**config.mk**
```make
export PLATFORM = sky130hd
export DESIGN_NAME = wdg_top
export DESIGN_NICKNAME = d
export VERILOG_FILES = /design/src/hdl/wdg_pkg.sv /design/src/hdl/wdg_period_lut.sv /design/src/hdl/wdg_top.sv
export VERILOG_INCLUDE_DIRS = /design/src /design/src/hdl
export SDC_FILE = /design/constraint.sdc
export NUM_CORES = 1
export LEC_CHECK = 0
export BUFFER_PORTS_ARGS = -buffer_cell sky130_fd_sc_hd__buf_2
export CAP_MARGIN = 20
export CELL_PAD_IN_SITES_DETAIL_PLACEMENT = 0
export CELL_PAD_IN_SITES_GLOBAL_PLACEMENT = 1
export CORE_UTILIZATION = 35
export DETAILED_ROUTE_END_ITERATION = 6
export GPL_TIMING_DRIVEN = 0
export HOLD_SLACK_MARGIN = 0.08
export PLACE_DENSITY = 0.7
export SYNTH_ARGS = -nofsm -noshare
export SYNTH_HDL_FRONTEND = slang
export SYNTH_HIERARCHICAL = 1
export SYNTH_SLANG_ARGS = --single-unit
```
**constraint.sdc**
```tcl
create_clock -name i_clock -period 3.3 [get_ports i_clock]
set_input_delay 0.495 -clock i_clock [delete_from_list [all_inputs] [get_ports i_clock]]
set_output_delay 0.495 -clock i_clock [all_outputs]
set_load 0.01 [all_outputs]
```
**src/hdl/wdg_defines.svh**
```systemverilog
// constants for the watchdog control and status block
`ifndef WDG_DEFINES_SVH
`define WDG_DEFINES_SVH
`define WDG_ADDR_CONTROL 8'h00
`define WDG_ADDR_STATUS 8'h01
`define WDG_STATUS_RESET 8'h00
`define WDG_CONTROL_RESET 8'h00
`define WDG_LOCK_BIT 7
`define WDG_BUSY_BIT 0
`define WDG_PERIOD_LSB 0
`define WDG_WINDOW_LSB 4
`define WDG_CODE_MAX 4'hB
`define WDG_BASE_TICKS 14'h0008
`define WDG_SYNC_TICKS 2'h2
`define WDG_COUNT_W 14
`endif

```
**src/hdl/wdg_pkg.sv**
```systemverilog
// types for the watchdog control and status block
package wdg_pkg;
  typedef enum logic [2:0] {
    WDG_OFF,
    WDG_NORMAL,
    WDG_WAIT_FIRST,
    WDG_CLOSED,
    WDG_OPEN
  } wdg_state_t;
  typedef logic [3:0] wdg_code_t;
endpackage : wdg_pkg

```
**src/hdl/wdg_period_lut.sv**
```systemverilog
// timeout select code to watchdog tick count
`timescale 1ns/1ps
`include "wdg_defines.svh"
module wdg_period_lut
  import wdg_pkg::*;
(
  input wire wdg_code_t i_code,
  output logic [`WDG_COUNT_W-1:0] o_ticks,
  output logic o_valid
);
  // (RL13) count 8 shl n-1
  function automatic logic [`WDG_COUNT_W-1:0] wdg_ticks(input wdg_code_t code);
    wdg_ticks = `WDG_BASE_TICKS << (code - 4'h1);
  endfunction : wdg_ticks

  always_comb begin
    // (RL1) codes above eleven reserved
    o_valid = (i_code != 4'h0) && (i_code <= `WDG_CODE_MAX);
    o_ticks = o_valid ? wdg_ticks(i_code) : '0;
  end
endmodule : wdg_period_lut

```
**src/hdl/wdg_top.sv**
```systemverilog
// watchdog control, lock, sync busy flag and timeout counter
//
// Notes on behaviour
// (RL1) select codes 6..11 give 256 to 8192 ticks; codes above 11 disable.
// (RL2) lock bit 7 set makes control writes ignored.
// (RL3) lock set by software or automatically at boot; cleared only in debug mode.
// (RL4) nonzero period after boot sets lock automatically.
// (RL5) lock writes take effect only with the change guard open.
// (RL6) control write raises sync pending flag bit 0.
// (RL7) flag clears once control reaches the watchdog tick domain.
// (RL8) flag read-only, needs no guard; status resets to zero.
// (RL9) normal mode: missing restart before timeout gives system reset.
// (RL10) window mode: restart in closed period gives system reset.
// (RL11) restart takes two watchdog ticks; restarts meanwhile ignored.
// (RL12) software opens the change guard before protected writes.
// (RL13) timeout for code n is 8 shl n-1 watchdog ticks.
`timescale 1ns/1ps
`include "wdg_defines.svh"
module wdg_top
  import wdg_pkg::*;
(
  input wire logic i_clock,
  input wire logic i_reset,
  input wire logic [7:0] i_addr,
  input wire logic [7:0] i_wdata,
  input wire logic i_write,
  input wire logic i_read,
  output logic [7:0] o_rdata,
  input wire logic i_guard_open,
  input wire logic i_debug_mode,
  input wire logic i_boot_done,
  input wire logic [7:0] i_fuse_control,
  input wire logic i_restart,
  input wire logic i_wdt_clock,
  output logic o_system_reset,
  output logic o_enabled
);
  logic [7:0] control_q;
  logic lock_q;
  logic busy_q;
  logic boot_q;
  logic [2:0] wclk_q;
  logic tick;
  logic [1:0] csync_q;
  logic [7:0] shadow_q;
  logic rpend_q;
  logic [1:0] rsync_q;
  logic restart_apply;
  logic [`WDG_COUNT_W-1:0] count_q;
  wdg_state_t state_q;
  wdg_state_t state_d;
  logic [`WDG_COUNT_W-1:0] per_ticks;
  logic [`WDG_COUNT_W-1:0] win_ticks;
  logic per_valid;
  logic win_valid;
  logic [`WDG_COUNT_W-1:0] limit;
  logic expire;
  logic bite_d;
  logic clear_cnt;
  logic [7:0] rdata_q;
  logic enabled_q;
  logic wr_ctrl;
  logic wr_stat;
  logic ctrl_ok;

  always_comb begin
    wr_ctrl = i_write && (i_addr == `WDG_ADDR_CONTROL);
    wr_stat = i_write && (i_addr == `WDG_ADDR_STATUS);
    // (RL2) locked control ignores writes
    ctrl_ok = wr_ctrl && i_guard_open && !lock_q && !busy_q;
  end

  // watchdog clock pin synchroniser and rising edge
  always_ff @(posedge i_clock) begin
    if (i_reset) begin
      wclk_q <= 3'h0;
    end else begin
      wclk_q <= {wclk_q[1:0], i_wdt_clock};
    end
  end
  assign tick = wclk_q[1] && !wclk_q[2];

  // control register and boot load
  always_ff @(posedge i_clock) begin
    if (i_reset) begin
      control_q <= `WDG_CONTROL_RESET;
      boot_q <= 1'b0;
    end else begin
      boot_q <= boot_q | i_boot_done;
      if (i_boot_done && !boot_q) begin
        control_q <= i_fuse_control;
      end else if (ctrl_ok) begin
        control_q <= i_wdata;
      end
    end
  end

  // lock bit
  always_ff @(posedge i_clock) begin
    if (i_reset) begin
      // (RL8) status resets to zero
      lock_q <= 1'b0;
    end else if (i_boot_done && !boot_q && (i_fuse_control[3:0] != 4'h0)) begin
      // (RL4) automatic lock after boot
      lock_q <= 1'b1;
    end else if (wr_stat && i_guard_open) begin
      // (RL5) guarded lock write
      if (i_wdata[`WDG_LOCK_BIT]) begin
        lock_q <= 1'b1;
      end else if (i_debug_mode) begin
        // (RL3) clear only in debug
        lock_q <= 1'b0;
      end
    end
  end

  // control crossing into tick domain
  always_ff @(posedge i_clock) begin
    if (i_reset) begin
      busy_q <= 1'b0;
      csync_q <= 2'h0;
      shadow_q <= `WDG_CONTROL_RESET;
    end else if (ctrl_ok || (i_boot_done && !boot_q)) begin
      // (RL6) raise sync pending
      busy_q <= 1'b1;
      csync_q <= 2'h0;
    end else if (busy_q && tick) begin
      if (csync_q == `WDG_SYNC_TICKS - 2'h1) begin
        // (RL7) transfer done, clear
        busy_q <= 1'b0;
        shadow_q <= control_q;
      end
      csync_q <= csync_q + 2'h1;
    end
  end

  // restart synchroniser
  always_ff @(posedge i_clock) begin
    if (i_reset) begin
      rpend_q <= 1'b0;
      rsync_q <= 2'h0;
    end else if (!rpend_q) begin
      rpend_q <= i_restart;
      rsync_q <= 2'h0;
    end else if (tick) begin
      // (RL11) second restart ignored while pending
      if (rsync_q == `WDG_SYNC_TICKS - 2'h1) begin
        rpend_q <= 1'b0;
      end
      rsync_q <= rsync_q + 2'h1;
    end
  end
  assign restart_apply = rpend_q && tick && (rsync_q == `WDG_SYNC_TICKS - 2'h1);

  wdg_period_lut u_per (
    .i_code(shadow_q[`WDG_PERIOD_LSB+3:`WDG_PERIOD_LSB]),
    .o_ticks(per_ticks),
    .o_valid(per_valid)
  );

  wdg_period_lut u_win (
    .i_code(shadow_q[`WDG_WINDOW_LSB+3:`WDG_WINDOW_LSB]),
    .o_ticks(win_ticks),
    .o_valid(win_valid)
  );

  always_comb begin
    limit = (state_q == WDG_CLOSED) ? win_ticks : per_ticks;
    expire = tick && (count_q >= limit - `WDG_COUNT_W'(1));
    state_d = state_q;
    bite_d = 1'b0;
    clear_cnt = 1'b0;
    if (!per_valid) begin
      state_d = WDG_OFF;
      clear_cnt = 1'b1;
    end else if (i_debug_mode) begin
      state_d = win_valid ? WDG_WAIT_FIRST : WDG_NORMAL;
      clear_cnt = 1'b1;
    end else begin
      case (state_q)
        WDG_OFF: begin
          state_d = win_valid ? WDG_WAIT_FIRST : WDG_NORMAL;
          clear_cnt = 1'b1;
        end
        WDG_NORMAL: begin
          // (RL9) restart or timeout bite
          if (win_valid) begin
            state_d = WDG_WAIT_FIRST;
            clear_cnt = 1'b1;
          end else if (restart_apply) begin
            clear_cnt = 1'b1;
          end else if (expire) begin
            bite_d = 1'b1;
            clear_cnt = 1'b1;
          end
        end
        WDG_CLOSED: begin
          // (RL10) restart in closed bites
          if (restart_apply) begin
            bite_d = 1'b1;
            state_d = WDG_WAIT_FIRST;
            clear_cnt = 1'b1;
          end else if (expire) begin
            state_d = WDG_OPEN;
            clear_cnt = 1'b1;
          end
        end
        default: begin
          // window wait-first and open periods
          if (!win_valid) begin
            state_d = WDG_NORMAL;
            clear_cnt = 1'b1;
          end else if (restart_apply) begin
            state_d = WDG_CLOSED;
            clear_cnt = 1'b1;
          end else if (expire) begin
            bite_d = 1'b1;
            state_d = WDG_WAIT_FIRST;
            clear_cnt = 1'b1;
          end
        end
      endcase
    end
  end

  // timeout counter and state
  always_ff @(posedge i_clock) begin
    if (i_reset) begin
      state_q <= WDG_OFF;
      count_q <= '0;
      o_system_reset <= 1'b0;
      enabled_q <= 1'b0;
    end else begin
      state_q <= state_d;
      o_system_reset <= bite_d;
      enabled_q <= (state_d != WDG_OFF);
      if (clear_cnt) begin
        count_q <= '0;
      end else if (tick) begin
        count_q <= count_q + `WDG_COUNT_W'(1);
      end
    end
  end
  assign o_enabled = enabled_q;

  // register read port, data one cycle after strobe
  always_ff @(posedge i_clock) begin
    if (i_reset) begin
      rdata_q <= 8'h00;
    end else if (i_read && (i_addr == `WDG_ADDR_CONTROL)) begin
      rdata_q <= control_q;
    end else if (i_read && (i_addr == `WDG_ADDR_STATUS)) begin
      // (RL8) busy flag read only
      rdata_q <= {lock_q, 6'h00, busy_q};
    end else begin
      rdata_q <= 8'h00;
    end
  end
  assign o_rdata = rdata_q;
endmodule : wdg_top

```
Word-level counts from Yosys, hierarchy flattened --
Index checks and enable logic that the tools add are counted.
Storage, ports and cells: logic and storage cells 113, register bits 54, input bits 33, output and inout bits 10
Cells by class: reduce and logical (&&, ||, !) cells 40, equality and inequality tests 5, add/subtract/negate cells 6, shifts and indexed selects 2, magnitude comparators 3, muxes and demuxes 39, bitwise logic cells 4
Operator list (count):
- 14-bit two-way mux | 3
- 8-bit two-way mux | 4
- 4-bit by 4-bit left shift with 14-bit output, first input constant | 2
- 3-bit two-way mux | 8
- 1-bit two-way mux | 20
- 1-bit logical AND | 17
- 14-bit by 1-bit adder with 14-bit output, second input constant | 1
- 14-bit greater-or-equal comparator | 1
- 14-bit by 1-bit subtractor with 14-bit output, second input constant | 1
- 4-bit nonzero test | 3
- 3-bit one-hot mux with 3 select lines | 1
- 8-bit by 1-bit equality test with 1-bit output, second input constant | 1
- 4-bit less-or-equal comparator, second input constant | 2
- 8-bit logical NOT | 1
- 2-bit nonzero test | 4
- 4-bit by 1-bit subtractor with 4-bit output, second input constant | 2
- 1-bit one-hot mux with 3 select lines | 2
- 3-bit nonzero test | 2
- 2-bit OR reduction | 3
- 2-bit by 1-bit adder with 2-bit output, second input constant | 2
- 2-bit by 1-bit equality test with 1-bit output, second input constant | 2
- 1-bit logical NOT | 4
- 2-bit AND reduction | 2
- 3-bit by 1-bit equality test with 1-bit output, second input constant | 1
- 8 further kinds | 10

Logic depth before layout (Yosys ltp) --
depth in word-level cells 14, depth in mapped cells 17

Cells and area by module --
The synthesis kept the hierarchy.
Modules (own cells, without submodules):
- wdg_top | cells each 351, area each 3064.2 um2, instances 1
- wdg_period_lut | cells each 22, area each 133.9 um2, instances 2

Worst setup path after synthesis --
OpenSTA, ideal clock, no wires.
kind register to register, start register shadow_q[5], end register count_q[5], cell stages (with the launch flop) 17, slack -260 ps, data required time 3185 ps, data arrival time 3446 ps, cell sequence dfxtp_1 -> nand2b_1 -> nor3_1 -> or4_1 -> nor4_2 -> o21bai_4 -> nor2_4 -> nand4b_1 -> xnor2_1 -> ha_1 -> nand4_1 -> or2_2 -> a311oi_1 -> o21ai_2 -> nand4_1 -> buf_4 -> nor2_1
Between the ends: longest elaborated chain between the ends 14
RTL lines:
- start, declared | RTL line wdg_top.sv:45 | logic [7:0] shadow_q;
- start signal, assigned | RTL line wdg_top.sv:122 | shadow_q <= `WDG_CONTROL_RESET;
- start signal, assigned | RTL line wdg_top.sv:131 | shadow_q <= control_q;
- 4-bit by 1-bit subtractor with 4-bit output, or another cell as far along | RTL line wdg_period_lut.sv:13 | wdg_ticks = `WDG_BASE_TICKS << (code - 4'h1);
- 4-bit by 4-bit left shift with 14-bit output (no source line) or 1-bit logical AND (tied branches)
- 14-bit two-way mux * | RTL line wdg_period_lut.sv:19 | o_ticks = o_valid ? wdg_ticks(i_code) : '0;
- via win_ticks[3] | RTL line wdg_top.sv:53 | logic [`WDG_COUNT_W-1:0] win_ticks;
- 14-bit two-way mux * | RTL line wdg_top.sv:168 | limit = (state_q == WDG_CLOSED) ? win_ticks : per_ticks;
- 14-bit by 1-bit subtractor with 14-bit output * | RTL line wdg_top.sv:169 | expire = tick && (count_q >= limit - `WDG_COUNT_W'(1));
- 14-bit greater-or-equal comparator * | RTL line wdg_top.sv:169
- 1-bit logical AND * | RTL line wdg_top.sv:169
- 1-bit two-way mux * | RTL line wdg_top.sv:192, wdg_top.sv:203, wdg_top.sv:216
- 1-bit two-way mux * | RTL line wdg_top.sv:190 | end else if (restart_apply) begin
- 1-bit two-way mux, on equally long branches | RTL line wdg_top.sv:210, wdg_top.sv:187
- 1-bit one-hot mux with 3 select lines * | RTL line wdg_top.sv:180 | case (state_q)
- 1-bit two-way mux * | RTL line wdg_top.sv:176 | end else if (i_debug_mode) begin
- 1-bit two-way mux * | RTL line wdg_top.sv:173 | if (!per_valid) begin
- 2-bit OR reduction (no source line) *
- end signal, assigned | RTL line wdg_top.sv:240 | count_q <= count_q + `WDG_COUNT_W'(1);
- end, declared | RTL line wdg_top.sv:49 | logic [`WDG_COUNT_W-1:0] count_q;
The timed path passes the listed nets; every way through them passes the cells marked *. A chain may end at the register's enable or synchronous reset.

Final worst setup path --
start register shadow_q[5], end register state_q[2]
Between the ends: longest elaborated chain between the ends 13
RTL lines:
- 4-bit by 1-bit subtractor with 4-bit output, or another cell as far along | RTL line wdg_period_lut.sv:13
- 4-bit by 4-bit left shift with 14-bit output (no source line) or 1-bit logical AND (tied branches)
- 14-bit two-way mux * | RTL line wdg_period_lut.sv:19
- via win_ticks[3] | RTL line wdg_top.sv:53
- 14-bit two-way mux * | RTL line wdg_top.sv:168
- 14-bit by 1-bit subtractor with 14-bit output * | RTL line wdg_top.sv:169
- 14-bit greater-or-equal comparator * | RTL line wdg_top.sv:169
- 1-bit logical AND * | RTL line wdg_top.sv:169
- 3-bit two-way mux | RTL line wdg_top.sv:216 | end else if (expire) begin
- 3-bit two-way mux | RTL line wdg_top.sv:213 | end else if (restart_apply) begin
- 3-bit two-way mux | RTL line wdg_top.sv:210 | if (!win_valid) begin
- 3-bit one-hot mux with 3 select lines * | RTL line wdg_top.sv:180
- 3-bit two-way mux * | RTL line wdg_top.sv:176
- 3-bit two-way mux * | RTL line wdg_top.sv:173
- end signal, assigned | RTL line wdg_top.sv:234 | state_q <= state_d;
- end, declared | RTL line wdg_top.sv:50 | wdg_state_t state_q;
Marks and branches as above.

==> metrics.md <==
| Metric | Value |
|---|---|
| Yosys reg bits | `54` |
| Max Clk Rate | `284 MHz` |
| Final wirelength | `7780 µm` |
| CP max stage delay | `0.50 ns` |
| Clock Path Buffers | `2` |
| Via-per-instance ratio | `4.96` |
| Final hold viol count | `0` |
| Worst slew pin tran | `0.711 ns` |
| Status | `finished with violations` |
| Crit. Startpoint | `shadow_q[5]` |
| Boundary Pins | `43` |
| XOR/XNOR Fraction of Synth Area | `8.15%` |
| Hold Slack | `0.389 ns` |
| Post-cts hold buffer count | `0` |
| Min setup slack post-route | `-0.217 ns` |
| Pleak | `1.85 nW` |
| Post-synth EDFFs | `0` |
| Fin cells | `606` |
| Total Nets Final | `527` |
| Area of the mapped netlist | `3330 µm²` |
| Ys Warns | `6` |
| Starting Density | `36.1%` |
| Worst R2R Setup Slack | `-0.22 ns` |
| Synth cell count leaders | `nor2_1 (68), dfxtp_1 (54), mux2i_1 (29), nor3_1 (29), nand2_1 (22)` |
| Crit path time final | `3.52 ns` |
| Synth top area share | `32.4%` |
| Crit path DAT | `3.78 ns` |
| Crit share post-route | `107%` |
| Die Width | `99.6 µm` |
| Top FF cell, synth | `dfxtp_1` |
| Post-synthesis cell type count | `53` |
| Post-route DRC | `0` |
| Critical path's slowest cell | `or4_4` |
| P per Cell Area | `278 nW/µm²` |
| Asr flop ratio synth | `0%` |
| Worst vdd rail ir drop | `0.000189 V` |
| Main combinational cell family by area after synthesis | `simple AND/OR/NAND/NOR gates` |
| Avg WL per Cell | `12.8 µm` |
| Remaining global-route overflow | `0` |
| Root buffer cell | `clkbuf_8` |
| Slew margin rel. | `52.6%` |
| Clk sinks | `54` |
| Worst r2r dst | `state_q[2]` |
| Hpwl dp | `5680 µm` |
| 1st-iter DRT viols | `88` |
| RSZ-0062 raised after global routing | `yes` |
| WS Path Type | `flip-flop to flip-flop` |
| Crit-path max FO | `4` |
| HP Start | `i_wdt_clock` |
| Layout cells sized above 1 | `31.2%` |
| Cells taking the most area after synthesis | `dfxtp_1 (32%), mux2i_1 (8.7%), nor2_1 (7.7%), ha_1 (6.8%), xor2_1 (4.7%)` |
| Worst reg2reg path depth | `15` |
| Area share of and/or/nand/nor cells after synthesis | `29.2%` |
| Post-synth top area cell | `dfxtp_1` |
| Vias in the first global route | `2898` |
| Die ar. | `9910 µm²` |
| Die Span Y | `99.6 µm` |
| Violated checks | `setup timing` |
| Initial antenna violation count | `0` |
| Synth Instances | `395` |
| Most common cell in the netlist | `nor2_1` |
| TritonCTS Buffers | `5` |
| Final Wtd Congestion | `0.845` |
| Slew Limit Fails | `0` |
| Worst Setup Start Kind | `flip-flop` |
| Compound-Gate Fraction of Synth Area | `10.2%` |
| Crit. End Element | `flip-flop` |
| Placed Instances | `568` |
| R2R Path Start | `shadow_q[5]` |
| Layout Skew | `0.00718 ns` |
| Post-Synth Adder-Cell Area | `6.76%` |
| Max cap viols | `0` |
| N_diodes | `0` |
| I/O Buffers | `40` |
| Core area | `9240 µm²` |
| Hold path depth | `2` |
| Hold Path Sink | `wclk_q[0]` |
| Final setup viols | `18` |
| Clock Pin Slew Worst Setup and Hold Paths | `0.10 ns` |
| Avg Inst Size Synth | `8.44 µm²` |
| Area grow syn2layout | `30.8%` |
| Global-route wire length before repair | `13200 µm` |
| Post-DRT Antenna Nets | `0` |
| Largest net degree at the start of global routing | `18` |
| CTS tree | `yes` |
| H-tree Lvls | `2` |
| Worst-skew pair later-pin latency | `0.31 ns` |
| Crit path required time | `3.56 ns` |
| Hold WC Path Type | `primary input to flip-flop` |
| Critical-path cell list | `nand2b_4, nor3_4, or4_4, nor4_4, o21bai_4, nor2_4, nand4b_1, xnor2_1, ha_1, nand4_1, or2_4, a311oi_4, o21ai_4, nor4_1, o221a_2` |
| Detailed Routing Iterations Pass 1 | `4` |
| Row Count | `35` |
| Vias | `3007` |
| Fill count | `895` |
| GRT Overall Usage | `16.3%` |
| Post-synthesis sequential area ratio | `32.4%` |
| Mux contribution to synthesized area | `9.16%` |
-- metrics by stage --
stage / setup TNS (ns) / util (%) / total power, mW / setup WS [ns] / area (µm²)
after global routing: -6.90 / 47.2 / 1.27 / -0.423 / 4360
after floorplan: -0.468 / - / 0.777 / -0.0443 / 3400
final: -3.04 / 47.2 / 1.21 / -0.217 / 4360
after detailed placement: -11.45 / 40.7 / 0.816 / -0.728 / 3760
after global placement: -12.10 / 40.7 / 0.814 / -0.772 / 3760
after CTS: -2.07 / 45.2 / 1.23 / -0.160 / 4180
-- worst max-delay path, delay by kind of cell, from the launching register on --
family          cells  cell delay, ns
flops               1            0.39
fa+ha+maj           1            0.32
simple gates        9            1.84
xor+xnor            1            0.16
compound gates      4            0.76
-- worst max path at each step --
| stage | end | slack, ns | depth (start not counted) |
|---|---|---|---|
| 3_5_place_dp | count_q[9] | -0.73 | 16 |
| 2_1_floorplan | count_q[5] | -0.04 | 16 |
| 3_3_place_gp | count_q[3] | -0.77 | 16 |
| 5_1_grt | count_q[8] | -0.42 | 17 |
| 6_report | state_q[2] | -0.22 | 15 |
| 4_1_cts | count_q[9] | -0.16 | 17 |
-- layout make-up --
| type | instances | area [µm²] | area share, % |
|---|---|---|---|
| Buffer | 18 | 115 | 2.64 |
| Inverter | 6 | 22.5 | 0.517 |
| Clock buffer | 6 | 82.6 | 1.89 |
| Clock inverter | 2 | 17.5 | 0.402 |
| Multi-Input combinational cell | 321 | 2380 | 54.6 |
| Sequential cell | 54 | 1110 | 25.4 |
| Timing Repair Buffer | 70 | 470 | 10.8 |
| Tap cell | 129 | 161 | 3.70 |
-- kinds of logic after synthesis --
logic type      Yosys count
simple gates            188
flops                    54
compound gates           48
xor+xnor                 31
mux                      30
buf+inv                  24
fa+ha+maj                18
other cells               2
-- report_power, final --
group / switching (mW) / internal (mW) / leakage, nW
combinational: 0.0694 / 0.0688 / 1.35
sequential: 0.0104 / 0.660 / 0.445
clock: 0.231 / 0.173 / 0.0514
-- sequential cells by signal (all words and copies together) (netlist names), 2 cells and up --
signal / count
wclk_q: 3
csync_q: 2
rsync_q: 2
shadow_q: 8
o_rdata: 8
control_q: 8
state_q: 3
count_q: 14
-- what timing repair did --
action / in CTS / in global routing
setup endpoints to repair: 18 / 18
pin swaps: 13 / 12
gates resized for setup: 35 / 23
gates cloned: 0 / 1
setup buffers: 21 / 8
-- layout by cell type, fill, tap and decap left out, drive strengths merged, types with 2 or more instances in the layout --
master	instances
conb	6
dfxtp	54
a21oi	13
nor2	69
a211oi	9
inv	6
nand2b	11
a21o	2
xnor2	13
and2	7
mux2i	29
and3	4
clkbuf	11
nand4b	2
nand4	10
nor2b	7
nor3	31
o21ai	11
xor2	18
o21bai	2
nand3	9
or3	4
buf	83
ha	18
nor4	6
nand2	22
clkinv	2
-- per-layer routing --
metal	track usage, %	wire length, µm	share of wire [%]	vias to the layer above
met5	0	0	0	-
met4	3.62	69	0.89	0
met3	1.90	189	2.4	6
met2	28.1	3710	48	44
met1	21.8	3810	49	1403
li1	-	-	-	1554
(Power assumes the default switching activity.)
